$ cat config.mk
export PLATFORM = sky130hd
export DESIGN_NAME = t1dl_top
export DESIGN_NICKNAME = d
export VERILOG_FILES = /design/src/verilog/t1dl_pkg.sv /design/src/verilog/t1dl_top.sv
export SDC_FILE = /design/constraint.sdc
export NUM_CORES = 1
export LEC_CHECK = 0
export CAP_MARGIN = 0
export CORE_ASPECT_RATIO = 1.2
export CORE_MARGIN = 3
export CORE_UTILIZATION = 60
export CTS_CLUSTER_DIAMETER = 80
export DETAILED_ROUTE_END_ITERATION = 10
export DONT_BUFFER_PORTS = 1
export HOLD_SLACK_MARGIN = 0.03
export PLACE_DENSITY = 0.76
export SLEW_MARGIN = 20
export SYNTH_ARGS = -nofsm -noshare
export SYNTH_HDL_FRONTEND = slang
export SYNTH_SLANG_ARGS = --single-unit
$ cat constraint.sdc
create_clock -name aclk -period 3.1 [get_ports aclk]
set_clock_uncertainty 0.2 [all_clocks]
set_input_delay 0 -clock aclk [delete_from_list [all_inputs] [get_ports aclk]]
set_output_delay 0 -clock aclk [all_outputs]
set_load 0.02 [all_outputs]
$ cat src/verilog/t1dl_pkg.sv
// register map, field positions and reset values of the t1 data link block
package t1dl_pkg;
   // bus geometry; byte address is four times the register index
   localparam int         ADDR_W          = 10;
   localparam logic [1:0] RESP_OKAY       = 2'h0;
   localparam logic [1:0] RESP_SLVERR     = 2'h2;

   // register indices
   localparam logic [7:0] IDX_CODE_CTRL   = 8'h07;
   localparam logic [7:0] IDX_TX_FIFO     = 8'h08;
   localparam logic [7:0] IDX_RX_LINK     = 8'h28;
   localparam logic [7:0] IDX_MATCH_A     = 8'h29;
   localparam logic [7:0] IDX_MATCH_B     = 8'h2A;
   localparam logic [7:0] IDX_CTRL        = 8'h30;
   localparam logic [7:0] IDX_STATUS      = 8'h31;
   localparam logic [7:0] IDX_MASK        = 8'h32;
   localparam logic [7:0] IDX_TX_LINK     = 8'h33;
   localparam logic [7:0] IDX_TX_STAT     = 8'h34;

   // tx_code_control fields
   localparam int         CODE_TRIG_BIT   = 7;
   localparam int         CODE_SRC_BIT    = 6;
   localparam logic [2:0] CODE_LAST       = 3'h5;

   // control register fields
   localparam int         CTRL_DESTUFF_BIT = 0;
   localparam int         CTRL_ESF_BIT     = 1;
   localparam int         CTRL_LEGACY_BIT  = 2;
   localparam int         CTRL_STUFF_BIT   = 4;
   localparam int         CTRL_MFLOAD_BIT  = 5;

   // status and mask fields, underrun field
   localparam int         ST_MATCH_BIT    = 2;
   localparam int         ST_TXEMPTY_BIT  = 3;
   localparam int         ST_RXFULL_BIT   = 4;
   localparam int         UDR_BIT         = 0;

   // reset values
   localparam logic [7:0] REG_RST         = 8'h00;

   // stuffing and byte counts
   localparam logic [2:0] ONES_RUN        = 3'h5;
   localparam logic [2:0] ONES_MAX        = 3'h7;
   localparam logic [2:0] BYTE_LAST       = 3'h7;

   typedef enum logic {
      CODE_IDLE = 1'b0,
      CODE_SEND = 1'b1
   } t1dl_code_e;
endpackage : t1dl_pkg

$ cat src/verilog/t1dl_top.sv
// t1 facility data link: code word, fifo port, legacy link shifters, axi4-lite registers
// Overview of operation
// RULE_01: underrun flag sticky, cleared by reading it
// RULE_02: rising trigger bit sends code word instead
// RULE_03: select 0 takes pin, 1 takes controller
// RULE_04: code word goes out bit 0 first
// RULE_05: fifo port write is one packet byte
// RULE_06: receivers concurrent, one transmit source only
// RULE_07: received bits shift in lsb first, eight
// RULE_08: full byte sets flag, masked interrupt low
// RULE_09: host reads each byte within 2 ms
// RULE_10: byte equal to match register sets flag
// RULE_11: destuffer deletes zero after five ones
// RULE_12: zero after six or more ones kept
// RULE_13: host keeps destuffing enabled while extracting
// RULE_14: esf uses link slots, d4 uses fs
// RULE_15: written byte serialised lsb first
// RULE_16: eight bits sent sets empty flag, interrupt
// RULE_17: host refills transmit byte within 2 ms
// RULE_18: no new byte means resend old byte
// RULE_19: stuffer inserts zero after five ones
// RULE_20: fifo underrun sets flag, abort follows
// RULE_21: multiframe mode loads only on boundaries
// RULE_22: ones count restarts after any zero
// RULE_23: match compare once per completed byte
//
// Chosen here: register access over AXI4-Lite.
module t1dl_top (
   // clock and reset
   input  wire logic        aclk,
   input  wire logic        aresetn,
   // axi4-lite write
   input  wire logic [9:0]  s_axi_awaddr,
   input  wire logic        s_axi_awvalid,
   output logic             s_axi_awready,
   input  wire logic [31:0] s_axi_wdata,
   input  wire logic [3:0]  s_axi_wstrb,
   input  wire logic        s_axi_wvalid,
   output logic             s_axi_wready,
   output logic [1:0]       s_axi_bresp,
   output logic             s_axi_bvalid,
   input  wire logic        s_axi_bready,
   // axi4-lite read
   input  wire logic [9:0]  s_axi_araddr,
   input  wire logic        s_axi_arvalid,
   output logic             s_axi_arready,
   output logic [31:0]      s_axi_rdata,
   output logic [1:0]       s_axi_rresp,
   output logic             s_axi_rvalid,
   input  wire logic        s_axi_rready,
   // framer timing and received bits
   input  wire logic        tx_fdl_slot,
   input  wire logic        tx_fs_slot,
   input  wire logic        tx_multiframe_start,
   input  wire logic        rx_fdl_slot,
   input  wire logic        rx_fs_slot,
   input  wire logic        rx_line_bit,
   // external link pin
   input  wire logic        ext_link_input,
   // hdlc controller side
   input  wire logic        hdlc_tx_bit,
   input  wire logic        hdlc_underrun,
   output logic [7:0]       hdlc_fifo_data,
   output logic             hdlc_fifo_wr,
   output logic             hdlc_bit_take,
   // outgoing link bit
   output logic             tx_link_bit,
   output logic             tx_link_strobe,
   // interrupt
   output logic             int_n
);
   logic [7:0]  tx_code_control, ctrl, mask, rx_match_byte_a, rx_match_byte_b, tx_link_byte, rx_link_byte;
   logic [7:0]  next_tx_code_control, next_ctrl, next_mask, next_match_a, next_match_b, next_tx_link_byte;
   logic [7:0]  next_rx_link_byte, next_fifo_data, status_vec, udr_vec;
   logic        rx_byte_full_flag, tx_byte_empty_flag, rx_match_flag, underrun_flag;
   logic        next_rx_full, next_tx_empty, next_match, next_underrun, next_fifo_wr, next_int_n;
   logic        next_bvalid, next_rvalid;
   logic [1:0]  next_bresp, next_rresp;
   logic [31:0] next_rdata;
   logic        wr_go, rd_go, trig_rise, clr_status, clr_udr;
   logic [7:0]  aw_idx, ar_idx;
   logic        ext_meta, ext_sync;
   // transmit path state
   t1dl_pkg::t1dl_code_e code_state, next_code_state;
   logic [2:0]  code_idx, next_code_idx, tx_cnt, next_tx_cnt, tx_ones, next_tx_ones;
   logic [7:0]  tx_shift, next_tx_shift;
   logic        next_tx_bit, next_tx_strobe, next_take, tx_slot, tx_done, leg_bit;
   // receive path state
   logic [7:0]  rx_shift, next_rx_shift;
   logic [2:0]  rx_cnt, next_rx_cnt, rx_ones, next_rx_ones;
   logic        rx_slot, rx_done;

   assign aw_idx        = s_axi_awaddr[9:2];
   assign ar_idx        = s_axi_araddr[9:2];
   // address and data taken together; response only after both
   assign wr_go         = s_axi_awvalid & s_axi_wvalid & ~s_axi_bvalid;
   assign rd_go         = s_axi_arvalid & ~s_axi_rvalid;
   assign s_axi_awready = wr_go;
   assign s_axi_wready  = wr_go;
   assign s_axi_arready = rd_go;
   assign trig_rise     = wr_go & s_axi_wstrb[0] & (aw_idx == t1dl_pkg::IDX_CODE_CTRL)
      & s_axi_wdata[t1dl_pkg::CODE_TRIG_BIT] & ~tx_code_control[t1dl_pkg::CODE_TRIG_BIT]; // [RULE_02]
   assign clr_status    = rd_go & (ar_idx == t1dl_pkg::IDX_STATUS);
   assign clr_udr       = rd_go & (ar_idx == t1dl_pkg::IDX_TX_STAT);
   assign tx_slot       = ctrl[t1dl_pkg::CTRL_ESF_BIT] ? tx_fdl_slot : tx_fs_slot; // [RULE_14]
   assign rx_slot       = ctrl[t1dl_pkg::CTRL_ESF_BIT] ? rx_fdl_slot : rx_fs_slot; // [RULE_14]

   always_comb begin
      status_vec = t1dl_pkg::REG_RST;
      status_vec[t1dl_pkg::ST_RXFULL_BIT] = rx_byte_full_flag;
      status_vec[t1dl_pkg::ST_TXEMPTY_BIT] = tx_byte_empty_flag;
      status_vec[t1dl_pkg::ST_MATCH_BIT] = rx_match_flag;
      udr_vec = t1dl_pkg::REG_RST;
      udr_vec[t1dl_pkg::UDR_BIT] = underrun_flag;
   end

   // register file and bus answers
   always_comb begin
      next_tx_code_control = tx_code_control;
      next_ctrl            = ctrl;
      next_mask            = mask;
      next_match_a         = rx_match_byte_a;
      next_match_b         = rx_match_byte_b;
      next_tx_link_byte    = tx_link_byte;
      next_fifo_data       = hdlc_fifo_data;
      next_fifo_wr         = 1'b0;
      next_bvalid          = s_axi_bvalid & ~s_axi_bready;
      next_bresp           = s_axi_bresp;
      next_rvalid          = s_axi_rvalid & ~s_axi_rready;
      next_rresp           = s_axi_rresp;
      next_rdata           = s_axi_rdata;
      if (wr_go) begin
         next_bvalid = 1'b1;
         next_bresp  = t1dl_pkg::RESP_OKAY;
         case (aw_idx)
            t1dl_pkg::IDX_CODE_CTRL: if (s_axi_wstrb[0]) next_tx_code_control = s_axi_wdata[7:0];
            t1dl_pkg::IDX_TX_FIFO: begin
               if (s_axi_wstrb[0]) begin
                  next_fifo_data = s_axi_wdata[7:0]; // [RULE_05]
                  next_fifo_wr   = 1'b1;
               end
            end
            t1dl_pkg::IDX_MATCH_A:   if (s_axi_wstrb[0]) next_match_a = s_axi_wdata[7:0];
            t1dl_pkg::IDX_MATCH_B:   if (s_axi_wstrb[0]) next_match_b = s_axi_wdata[7:0];
            t1dl_pkg::IDX_CTRL:      if (s_axi_wstrb[0]) next_ctrl = s_axi_wdata[7:0];
            t1dl_pkg::IDX_MASK:      if (s_axi_wstrb[0]) next_mask = s_axi_wdata[7:0];
            t1dl_pkg::IDX_TX_LINK:   if (s_axi_wstrb[0]) next_tx_link_byte = s_axi_wdata[7:0];
            // read-only registers ignore writes quietly
            t1dl_pkg::IDX_RX_LINK, t1dl_pkg::IDX_STATUS, t1dl_pkg::IDX_TX_STAT: next_bresp = t1dl_pkg::RESP_OKAY;
            default:                 next_bresp = t1dl_pkg::RESP_SLVERR;
         endcase
      end
      if (rd_go) begin
         next_rvalid = 1'b1;
         next_rresp  = t1dl_pkg::RESP_OKAY;
         next_rdata  = 32'h0000_0000;
         case (ar_idx)
            t1dl_pkg::IDX_CODE_CTRL: next_rdata[7:0] = tx_code_control;
            t1dl_pkg::IDX_TX_FIFO:   next_rdata[7:0] = t1dl_pkg::REG_RST;
            t1dl_pkg::IDX_RX_LINK:   next_rdata[7:0] = rx_link_byte;
            t1dl_pkg::IDX_MATCH_A:   next_rdata[7:0] = rx_match_byte_a;
            t1dl_pkg::IDX_MATCH_B:   next_rdata[7:0] = rx_match_byte_b;
            t1dl_pkg::IDX_CTRL:      next_rdata[7:0] = ctrl;
            t1dl_pkg::IDX_STATUS:    next_rdata[7:0] = status_vec;
            t1dl_pkg::IDX_MASK:      next_rdata[7:0] = mask;
            t1dl_pkg::IDX_TX_LINK:   next_rdata[7:0] = tx_link_byte;
            t1dl_pkg::IDX_TX_STAT:   next_rdata[7:0] = udr_vec;
            default:                 next_rresp = t1dl_pkg::RESP_SLVERR;
         endcase
      end
      // set wins over the clear of a read in the same cycle
      next_rx_full  = (rx_byte_full_flag & ~clr_status) | rx_done; // [RULE_08]
      next_tx_empty = (tx_byte_empty_flag & ~clr_status) | tx_done; // [RULE_16]
      next_match    = (rx_match_flag & ~clr_status)
                      | (rx_done & ((next_rx_link_byte == rx_match_byte_a)
                      | (next_rx_link_byte == rx_match_byte_b))); // [RULE_10] [RULE_23]
      next_underrun = (underrun_flag & ~clr_udr) | hdlc_underrun; // [RULE_01] [RULE_20]
      next_int_n    = ~|(status_vec & mask); // [RULE_08] [RULE_10] [RULE_16]
   end

   always_ff @(posedge aclk) begin
      if (!aresetn) begin
         tx_code_control    <= t1dl_pkg::REG_RST;
         ctrl               <= t1dl_pkg::REG_RST;
         mask               <= t1dl_pkg::REG_RST;
         rx_match_byte_a    <= t1dl_pkg::REG_RST;
         rx_match_byte_b    <= t1dl_pkg::REG_RST;
         tx_link_byte       <= t1dl_pkg::REG_RST;
         hdlc_fifo_data     <= t1dl_pkg::REG_RST;
         hdlc_fifo_wr       <= 1'b0;
         s_axi_bvalid       <= 1'b0;
         s_axi_bresp        <= t1dl_pkg::RESP_OKAY;
         s_axi_rvalid       <= 1'b0;
         s_axi_rresp        <= t1dl_pkg::RESP_OKAY;
         s_axi_rdata        <= 32'h0000_0000;
         rx_byte_full_flag  <= 1'b0;
         tx_byte_empty_flag <= 1'b0;
         rx_match_flag      <= 1'b0;
         underrun_flag      <= 1'b0;
         int_n              <= 1'b1;
      end else begin
         tx_code_control    <= next_tx_code_control;
         ctrl               <= next_ctrl;
         mask               <= next_mask;
         rx_match_byte_a    <= next_match_a;
         rx_match_byte_b    <= next_match_b;
         tx_link_byte       <= next_tx_link_byte;
         hdlc_fifo_data     <= next_fifo_data;
         hdlc_fifo_wr       <= next_fifo_wr;
         s_axi_bvalid       <= next_bvalid;
         s_axi_bresp        <= next_bresp;
         s_axi_rvalid       <= next_rvalid;
         s_axi_rresp        <= next_rresp;
         s_axi_rdata        <= next_rdata;
         rx_byte_full_flag  <= next_rx_full;
         tx_byte_empty_flag <= next_tx_empty;
         rx_match_flag      <= next_match;
         underrun_flag      <= next_underrun;
         int_n              <= next_int_n;
      end
   end

   // pin is asynchronous to aclk
   always_ff @(posedge aclk) begin
      if (!aresetn) begin
         ext_meta <= 1'b0;
         ext_sync <= 1'b0;
      end else begin
         ext_meta <= ext_link_input;
         ext_sync <= ext_meta;
      end
   end

   // transmit: code word sender, legacy shifter with stuffer, source mux
   always_comb begin
      next_code_state = code_state;
      next_code_idx   = code_idx;
      next_tx_shift   = tx_shift;
      next_tx_cnt     = tx_cnt;
      next_tx_ones    = tx_ones;
      next_tx_bit     = tx_link_bit;
      next_tx_strobe  = 1'b0;
      next_take       = 1'b0;
      tx_done         = 1'b0;
      leg_bit         = 1'b0;
      // mf mode: reload waits for the boundary, the old byte rotates until then
      if (ctrl[t1dl_pkg::CTRL_MFLOAD_BIT] && tx_multiframe_start) begin
         next_tx_shift = tx_link_byte; // [RULE_21]
         next_tx_cnt   = 3'h0;
      end else if (tx_slot) begin
         if (ctrl[t1dl_pkg::CTRL_STUFF_BIT] && tx_ones == t1dl_pkg::ONES_RUN) begin
            leg_bit      = 1'b0; // [RULE_19]
            next_tx_ones = 3'h0; // [RULE_22]
         end else begin
            leg_bit       = tx_shift[0]; // [RULE_15]
            next_tx_ones  = tx_shift[0] ? ((tx_ones == t1dl_pkg::ONES_MAX) ? tx_ones : tx_ones + 3'h1) : 3'h0;
            next_tx_shift = {tx_shift[0], tx_shift[7:1]}; // [RULE_18]
            next_tx_cnt   = tx_cnt + 3'h1;
            if (tx_cnt == t1dl_pkg::BYTE_LAST) begin
               tx_done = 1'b1; // [RULE_16]
               if (!ctrl[t1dl_pkg::CTRL_MFLOAD_BIT]) next_tx_shift = tx_link_byte; // [RULE_15]
            end
         end
      end
      if (tx_slot && !(ctrl[t1dl_pkg::CTRL_MFLOAD_BIT] && tx_multiframe_start)) begin
         next_tx_strobe = 1'b1;
         // a single source feeds the outgoing link bit
         if (tx_code_control[t1dl_pkg::CODE_SRC_BIT]) begin // [RULE_03] [RULE_06]
            if (code_state == t1dl_pkg::CODE_SEND) begin
               next_tx_bit = tx_code_control[code_idx]; // [RULE_04]
               next_code_idx = code_idx + 3'h1;
               if (code_idx == t1dl_pkg::CODE_LAST) next_code_state = t1dl_pkg::CODE_IDLE;
            end else begin
               next_tx_bit = hdlc_tx_bit;
               next_take   = 1'b1;
            end
         end else if (ctrl[t1dl_pkg::CTRL_LEGACY_BIT]) begin
            next_tx_bit = leg_bit; // [RULE_06]
         end else begin
            next_tx_bit = ext_sync; // [RULE_03]
         end
      end
      // last so a fresh trigger restarts the word even while one is going out
      if (trig_rise) begin
         next_code_state = t1dl_pkg::CODE_SEND; // [RULE_02]
         next_code_idx   = 3'h0;
      end
   end

   always_ff @(posedge aclk) begin
      if (!aresetn) begin
         code_state     <= t1dl_pkg::CODE_IDLE;
         code_idx       <= 3'h0;
         tx_shift       <= t1dl_pkg::REG_RST;
         tx_cnt         <= 3'h0;
         tx_ones        <= 3'h0;
         tx_link_bit    <= 1'b0;
         tx_link_strobe <= 1'b0;
         hdlc_bit_take  <= 1'b0;
      end else begin
         code_state     <= next_code_state;
         code_idx       <= next_code_idx;
         tx_shift       <= next_tx_shift;
         tx_cnt         <= next_tx_cnt;
         tx_ones        <= next_tx_ones;
         tx_link_bit    <= next_tx_bit;
         tx_link_strobe <= next_tx_strobe;
         hdlc_bit_take  <= next_take;
      end
   end

   // receive: destuffer and byte assembler, runs beside the hdlc receiver
   always_comb begin
      next_rx_shift     = rx_shift;
      next_rx_cnt       = rx_cnt;
      next_rx_ones      = rx_ones;
      next_rx_link_byte = rx_link_byte;
      rx_done           = 1'b0;
      if (rx_slot) begin
         if (rx_line_bit) begin
            next_rx_ones = (rx_ones == t1dl_pkg::ONES_MAX) ? rx_ones : rx_ones + 3'h1;
         end else begin
            next_rx_ones = 3'h0; // [RULE_22]
         end
         // only a run of exactly five is destuffed; six or more keep the zero
         if (!(ctrl[t1dl_pkg::CTRL_DESTUFF_BIT] && !rx_line_bit && rx_ones == t1dl_pkg::ONES_RUN)) begin
            next_rx_shift = {rx_line_bit, rx_shift[7:1]}; // [RULE_07] [RULE_11] [RULE_12]
            next_rx_cnt   = rx_cnt + 3'h1;
            if (rx_cnt == t1dl_pkg::BYTE_LAST) begin
               rx_done           = 1'b1; // [RULE_07]
               next_rx_link_byte = {rx_line_bit, rx_shift[7:1]};
            end
         end
      end
   end

   always_ff @(posedge aclk) begin
      if (!aresetn) begin
         rx_shift     <= t1dl_pkg::REG_RST;
         rx_cnt       <= 3'h0;
         rx_ones      <= 3'h0;
         rx_link_byte <= t1dl_pkg::REG_RST;
      end else begin
         rx_shift     <= next_rx_shift;
         rx_cnt       <= next_rx_cnt;
         rx_ones      <= next_rx_ones;
         rx_link_byte <= next_rx_link_byte;
      end
   end

   a_udr_sticky: assert property (@(posedge aclk) disable iff (!aresetn) // [RULE_01]
      underrun_flag && !clr_udr |=> underrun_flag) else $error("underrun flag dropped without read");
   a_code_start: assert property (@(posedge aclk) disable iff (!aresetn) // [RULE_02]
      trig_rise |=> code_state == t1dl_pkg::CODE_SEND && code_idx == 3'h0) else $error("code word not started");
   a_src_pin: assert property (@(posedge aclk) disable iff (!aresetn) // [RULE_03]
      tx_slot && !tx_multiframe_start && !tx_code_control[t1dl_pkg::CODE_SRC_BIT] && !ctrl[t1dl_pkg::CTRL_LEGACY_BIT]
      |=> tx_link_strobe && tx_link_bit == $past(ext_sync) && !hdlc_bit_take) else $error("pin not sourced");
   a_code_order: assert property (@(posedge aclk) disable iff (!aresetn) // [RULE_04]
      tx_slot && !tx_multiframe_start && tx_code_control[t1dl_pkg::CODE_SRC_BIT]
      && code_state == t1dl_pkg::CODE_SEND && code_idx == 3'h0 && !trig_rise
      |=> tx_link_bit == $past(tx_code_control[0])) else $error("code bit 0 not first");
   a_fifo_byte: assert property (@(posedge aclk) disable iff (!aresetn) // [RULE_05]
      wr_go && s_axi_wstrb[0] && aw_idx == t1dl_pkg::IDX_TX_FIFO
      |=> hdlc_fifo_wr && hdlc_fifo_data == $past(s_axi_wdata[7:0])) else $error("fifo byte lost");
   a_rx_fill: assert property (@(posedge aclk) disable iff (!aresetn) // [RULE_07]
      rx_done |=> rx_byte_full_flag && rx_link_byte[7] == $past(rx_line_bit)) else $error("receive byte not posted");
   a_int_low: assert property (@(posedge aclk) disable iff (!aresetn) // [RULE_08]
      |(status_vec & mask) |=> !int_n) else $error("enabled event left interrupt high");
   a_destuff: assert property (@(posedge aclk) disable iff (!aresetn) // [RULE_11]
      rx_slot && ctrl[t1dl_pkg::CTRL_DESTUFF_BIT] && !rx_line_bit && rx_ones == t1dl_pkg::ONES_RUN
      |=> rx_cnt == $past(rx_cnt) && rx_ones == 3'h0) else $error("stuffed zero kept");
   a_keep_zero: assert property (@(posedge aclk) disable iff (!aresetn) // [RULE_12]
      rx_slot && !rx_line_bit && rx_ones > t1dl_pkg::ONES_RUN
      |=> rx_cnt != $past(rx_cnt)) else $error("zero after long run removed");
   a_tx_stuff: assert property (@(posedge aclk) disable iff (!aresetn) // [RULE_19]
      tx_slot && !tx_multiframe_start && ctrl[t1dl_pkg::CTRL_STUFF_BIT] && tx_ones == t1dl_pkg::ONES_RUN
      |=> tx_ones == 3'h0 && tx_cnt == $past(tx_cnt)) else $error("zero not inserted");
   a_tx_empty: assert property (@(posedge aclk) disable iff (!aresetn) // [RULE_16]
      tx_done ##1 1'b1 |-> tx_byte_empty_flag) else $error("empty flag not set");
endmodule : t1dl_top

Word-level counts from Yosys, hierarchy flattened
Index checks and enable logic that the tools add are counted.

storage, ports and cells
  register bits after elaboration = 121
  bits in latches = 0
  bits in writable memories = 0
  memory bits (read-only) = 0
  memories = 0

cells by class
  $add $sub $neg = 5
  multiply operators = 0
  div/mod/pow operators = 0
  order comparisons = 1
  equality and inequality tests = 32
  shift operators = 0
  multiplexer cells = 43
  bitwise operators = 33
  reductions and logical operators = 32

operators by type and width
  operator                                                                      count
  8-bit by 6-bit == test with 1-bit output, second input constant               16
  8-bit one-hot mux with 9 select lines                                         1
  8-bit two-way mux                                                             8
  3-bit AND reduction                                                           11
  1-bit two-way mux                                                             26
  3-bit == test, second input constant                                          7
  10-bit OR reduction                                                           2
  1-bit AND                                                                     16
  8-bit by 3-bit == test with 1-bit output, second input constant               2
  8-bit by 4-bit == test with 1-bit output, second input constant               2
  8-bit == test                                                                 2
  3-bit by 1-bit adder with 3-bit output, second input constant                 5
  3-bit two-way mux                                                             5
  1-bit NOT                                                                     11
  2-bit AND reduction                                                           5
  5-bit by 8-bit AND with 8-bit output                                          1
  8-bit OR reduction                                                            1
  2-bit nonzero test                                                            3
  1-bit logical AND                                                             5
  1-bit bitwise OR                                                              5
  3-bit by 4-bit less-than comparator with 1-bit output, second input constant  1
  2-bit two-way mux                                                             2
  2-bit OR reduction                                                            2
  1-bit binary-select mux with 3-bit select                                     1
  4 further kinds                                                               6

Longest topological paths before layout
  word-level depth = 9
  mapped depth = 8

Worst setup path before layout
No wires, ideal clock.

  kind = register to register
  start = register tx_cnt[0]
  end = register tx_shift[7]
  library setup time = 0.134 ns
  data arrival time = 1.454 ns
  path slack = 1.312 ns
  cell stages (with the launch flop) = 6
  buffers on the path = 0
  period minus slack after synthesis = 1.788 ns
  cells stage by stage = dfxtp_1 ha_1 ha_1 mux2i_2 mux2i_1 a211oi_1

on the way
  longest elaborated chain between the ends = 5

RTL lines
  item                    line             source
  from (decl)             t1dl_top.sv:85   logic [2:0] code_idx, next_code_idx, tx_cnt, next_tx_cnt, tx_ones, next_tx_ones;
  from (signal assigned)  t1dl_top.sv:304  tx_cnt <= next_tx_cnt;
  3-bit == test           t1dl_top.sv:259  if (tx_cnt == t1dl_pkg::BYTE_LAST) begin
  8-bit two-way mux       t1dl_top.sv:259
  8-bit two-way mux       t1dl_top.sv:251  if (ctrl[t1dl_pkg::CTRL_STUFF_BIT] && tx_ones == t1dl_pkg::ONES_RUN) begin
  8-bit two-way mux       t1dl_top.sv:250  end else if (tx_slot) begin
  8-bit two-way mux       t1dl_top.sv:247  if (ctrl[t1dl_pkg::CTRL_MFLOAD_BIT] && tx_multiframe_start) begin
  to (signal assigned)    t1dl_top.sv:294  tx_shift <= t1dl_pkg::REG_RST;
  to (signal assigned)    t1dl_top.sv:303  tx_shift <= next_tx_shift;
  to (decl)               t1dl_top.sv:86   logic [7:0] tx_shift, next_tx_shift;

Every way passes these cells. The select of a mux whose other input is x is not followed.
A chain may end at the register's enable or synchronous reset.

Final worst setup path
  start = input s_axi_araddr[8]
  end = register s_axi_rdata[1]

on the way
  longest elaborated chain between the ends = 2
  elaborated cells on any way between the ends = 10
  classes of those cells = eq/ne: 9; mux: 1

RTL lines
  item                                                                                                  line             source
  from (decl)                                                                                           t1dl_top.sv:44   input wire logic [9:0] s_axi_araddr,
  8-bit by 6-bit == test with 1-bit output or 8-bit by 3-bit == test with 1-bit output (tied branches)  t1dl_top.sv:157  case (ar_idx)
  8-bit one-hot mux with 9 select lines (*)                                                             t1dl_top.sv:157
  to (signal assigned)                                                                                  t1dl_top.sv:214  s_axi_rdata <= next_rdata;
  to (decl)                                                                                             t1dl_top.sv:47   output logic [31:0] s_axi_rdata,

Mark *: on every way between the ends. The rest lies on a longest branch, timed or not.

==> impl_metrics.csv <==
group,metric,value,unit
outcome,run_status,"complete, no violations",
timing,setup_ws,0.0393,ns
timing,tns,0,ns
placed_design,dpl.hpwl,9350,um
route,drc_errors,0,
route,vias,4823,
critical_path,end_kind,"flip-flop",
critical_path,crit_fanout,9,
power_and_ir_drop,netSwitchingPower,905,uW
layout,final_nets,756,
hold_path,hp-class,"in -> reg",
logic_synthesis,ys_ff_latch,118,
logic_synthesis,netlist_area,5640,um^2
logic_synthesis,syn_inst,611,
layout,fill_cells,599,
global_routing,grt_pass1_vias,4925,
power_and_ir_drop,vdd_drop_max,423,uV
clock_network,cts_buffers,17,
placed_design,dp_cells,701,
critical_path,worstSetupStartpointType,"input port",
route,wirelength,15600,um
clock_network,clkSinkCount,118,
route,wl_per_cell,19.4,um
critical_path,crit_type,"in -> reg",
logic_synthesis,synth_seq_area_share,41.9,%
power_and_ir_drop,p_leak,2.92,nW
placed_design,gp_congestion,0.893,
clock_network,cts.path.max_buffers,2,
floorplanning,dieArea,10600,um^2
job,cap_violations,0,
route,ant_nets,0,
route,routed_via_density,5.98,
floorplanning,core,9130,um^2
clock_network,root_buffer,"clkbuf_8",
critical_path,r2r_slack,0.14,ns
timing,tightest_slew,1.08,ns
layout,fin_util,76.2,%
global_routing,grt_util_all_layers,30.2,%
global_routing,grt_max_degree,56,
floorplanning,die_w,94.5,um
placed_design,pre_cts_slack,0.912,ns
timing,finalHoldViolCount,0,
power_and_ir_drop,power.density,566,nW/um^2
critical_path,cp.arrival,3.32,ns
power_and_ir_drop,p_total,3.94,mW
critical_path,crit_start,"s_axi_araddr[8]",
logic_synthesis,avgSynthCellArea,9.24,um^2
power_and_ir_drop,seq_power_share,40.2,%
floorplanning,boundaryPins,126,
floorplanning,die_h,112,um
power_and_ir_drop,p_int,3.04,mW
timing,whs,0.0917,ns
floorplanning,start_util,61.8,%
layout,fin_area,6960,um^2
logic_synthesis,synth_top_area_cell,"dfxtp_1",
power_and_ir_drop,power_frac_clock,53.1,%
critical_path,worstPathRequired,3.36,ns
logic_synthesis,netlist-cell-type-count,51,
clock_network,clock_latency,0.53,ns
timing,period_minus_slack,3.06,ns
layout,fin_cells,807,
power_and_ir_drop,power.share.switching,23.0,%
global_routing,grt_pass1_wl,24800,um
logic_synthesis,async_reset_ff_share,0,%
logic_synthesis,synth-edff-count,0,
timing,drv_slew,0,
power_and_ir_drop,p_comb_share,6.7,%
placed_design,placed_area,5580,um^2
critical_path,worstReg2RegStart,"s_axi_bvalid",
timing,min_period_over_period,98.7,%
logic_synthesis,yosysWarnings,0,
timing,setup_viol,0,
global_routing,antenna_found_initial,2,
logic_synthesis,yosys.area.top_type_share,41.9,%
clock_network,ctsHtreeMaxLevel,4,
clock_network,tritoncts,"done",
critical_path,r2r_cells,7,
route,first_iter_violations,512,
logic_synthesis,synth.area.top_cells,"dfxtp_1 42%, mux2i_1 16%, nor2_1 6.3%",
layout,syn_to_final_growth,23.3,%
logic_synthesis,ys.flop_type,"dfxtp_1",
timing,max_clock_freq,0.327,GHz
global_routing,overflow,0,
floorplanning,num_rows,38,
placed_design,numPortBuffers,0,
critical_path,r2r-end,"tx_link_byte[0]",
critical_path,crit_end,"s_axi_rdata[1]",
clock_network,path_clk_slew,0.06,ns
timing,max_slew_margin,28.1,%
layout,final_layout_size_suffix_gt1_share,8.18,%
route,first_pass_iters,8,
## power by group through the flow
stage / registers, mW / clock network [mW] / logic (mW)
finish: 1.58 / 2.09 / 0.264
CTS: 1.58 / 2.10 / 0.252
detailed placement: 1.62 / 0 / 0.161
floorplan: 1.61 / 0 / 0.176
global route: 1.59 / 2.17 / 0.283
global placement: 1.61 / 0 / 0.156
## Yosys cell counts (all sizes together), types with 7 or more instances
| cell | instances |
|---|---|
| nor2 | 95 |
| o21ai | 27 |
| ha | 12 |
| clkbuf | 20 |
| buf | 39 |
| nand2 | 41 |
| xnor2 | 16 |
| dfxtp | 118 |
| inv | 7 |
| a22oi | 9 |
| mux2i | 90 |
| nor3 | 7 |
| nand3 | 18 |
| nand4 | 10 |
| a21oi | 35 |
| a211oi | 9 |
## critical path, cell delays in order
cell and delay, ns:
dlygate4sd3_1 0.58, nor3_1 0.16, dlygate4sd3_1 0.63, and4b_1 0.43, a22oi_1 0.14, dlygate4sd3_1 0.63
a21oi_1 0.17, dlygate4sd3_1 0.58
## worst min path at each step
stage / from / endpoint / slack (ns) / cells past startpoint
global placement: aresetn / int_n / -0.11 / 1
finish: s_axi_araddr[2] / s_axi_rdata[0] / 0.09 / 4
CTS: s_axi_araddr[2] / s_axi_rdata[0] / 0.05 / 4
detailed placement: aresetn / int_n / -0.11 / 1
global route: s_axi_araddr[2] / s_axi_rdata[0] / 0.11 / 4
floorplan: hdlc_underrun / underrun_flag / -0.08 / 2
## final cells by class
type	count	area [um^2]	share of cell area [%]
multi-input cells	452	3010	43.2
flip-flops and latches	118	2360	33.9
repair buffers	76	766	11.0
clock buffers	21	469	6.74
clock inverters	11	171	2.46
well taps	120	150	2.16
inverters	7	26.3	0.378
diodes	2	5.00	0.0719
## cells by family after synthesis
group / synth area share [%]
mux: 18.3
buf+inv: 6.78
fa+ha+maj: 2.84
flops: 41.9
other cells: 0.0664
simple gates: 18.0
xor+xnor: 3.10
compound gates: 9.07
## per-layer routing
| layer | share of wire, % | vias up | global-route usage [%] | wire (um) |
|---|---|---|---|---|
| li1 | - | 2217 | - | - |
| met1 | 38 | 2310 | 33.5 | 5900 |
| met2 | 51 | 226 | 51.7 | 7980 |
| met3 | 6.2 | 70 | 6.77 | 967 |
| met4 | 5.1 | 0 | 18.6 | 800 |
| met5 | 0 | - | 0 | 0 |
## cell usage in the layout (no fill, tap or decap), types with 3 or more instances in the layout
cell type,count
a211oi_1,9
a21oi_1,35
a22oi_1,9
and2_1,3
buf_4,4
bufinv_16,4
clkbuf_16,16
clkbuf_8,5
clkinvlp_4,5
conb_1,26
dfxtp_1,118
dlygate4sd3_1,69
ha_1,12
inv_1,6
mux2i_1,89
mux4_2,4
nand2_1,41
nand2b_1,5
nand3_1,16
nand3b_1,4
nand4_1,10
nand4b_1,3
nor2_1,95
nor3_1,6
o21ai_0,27
or3_1,4
xnor2_1,16
xor2_1,4
## timing repair
item                       4_1_cts  5_1_grt
setup buffers                    0        1
gates resized for setup          0        4
setup endpoints to repair        0        9
hold endpoints to repair       116        0
hold buffers                    71        0
## sequential cells by signal, summed over array words and instances (netlist names), 7 cells and up
name and cells:
tx_code_control 8, ctrl 8, rx_link_byte 8, s_axi_rdata 8, rx_shift 7, rx_match_byte_b 8
mask 8, tx_shift 8, tx_link_byte 8, hdlc_fifo_data 8, rx_match_byte_a 8
Note: power is estimated with default switching activity, not from simulation.
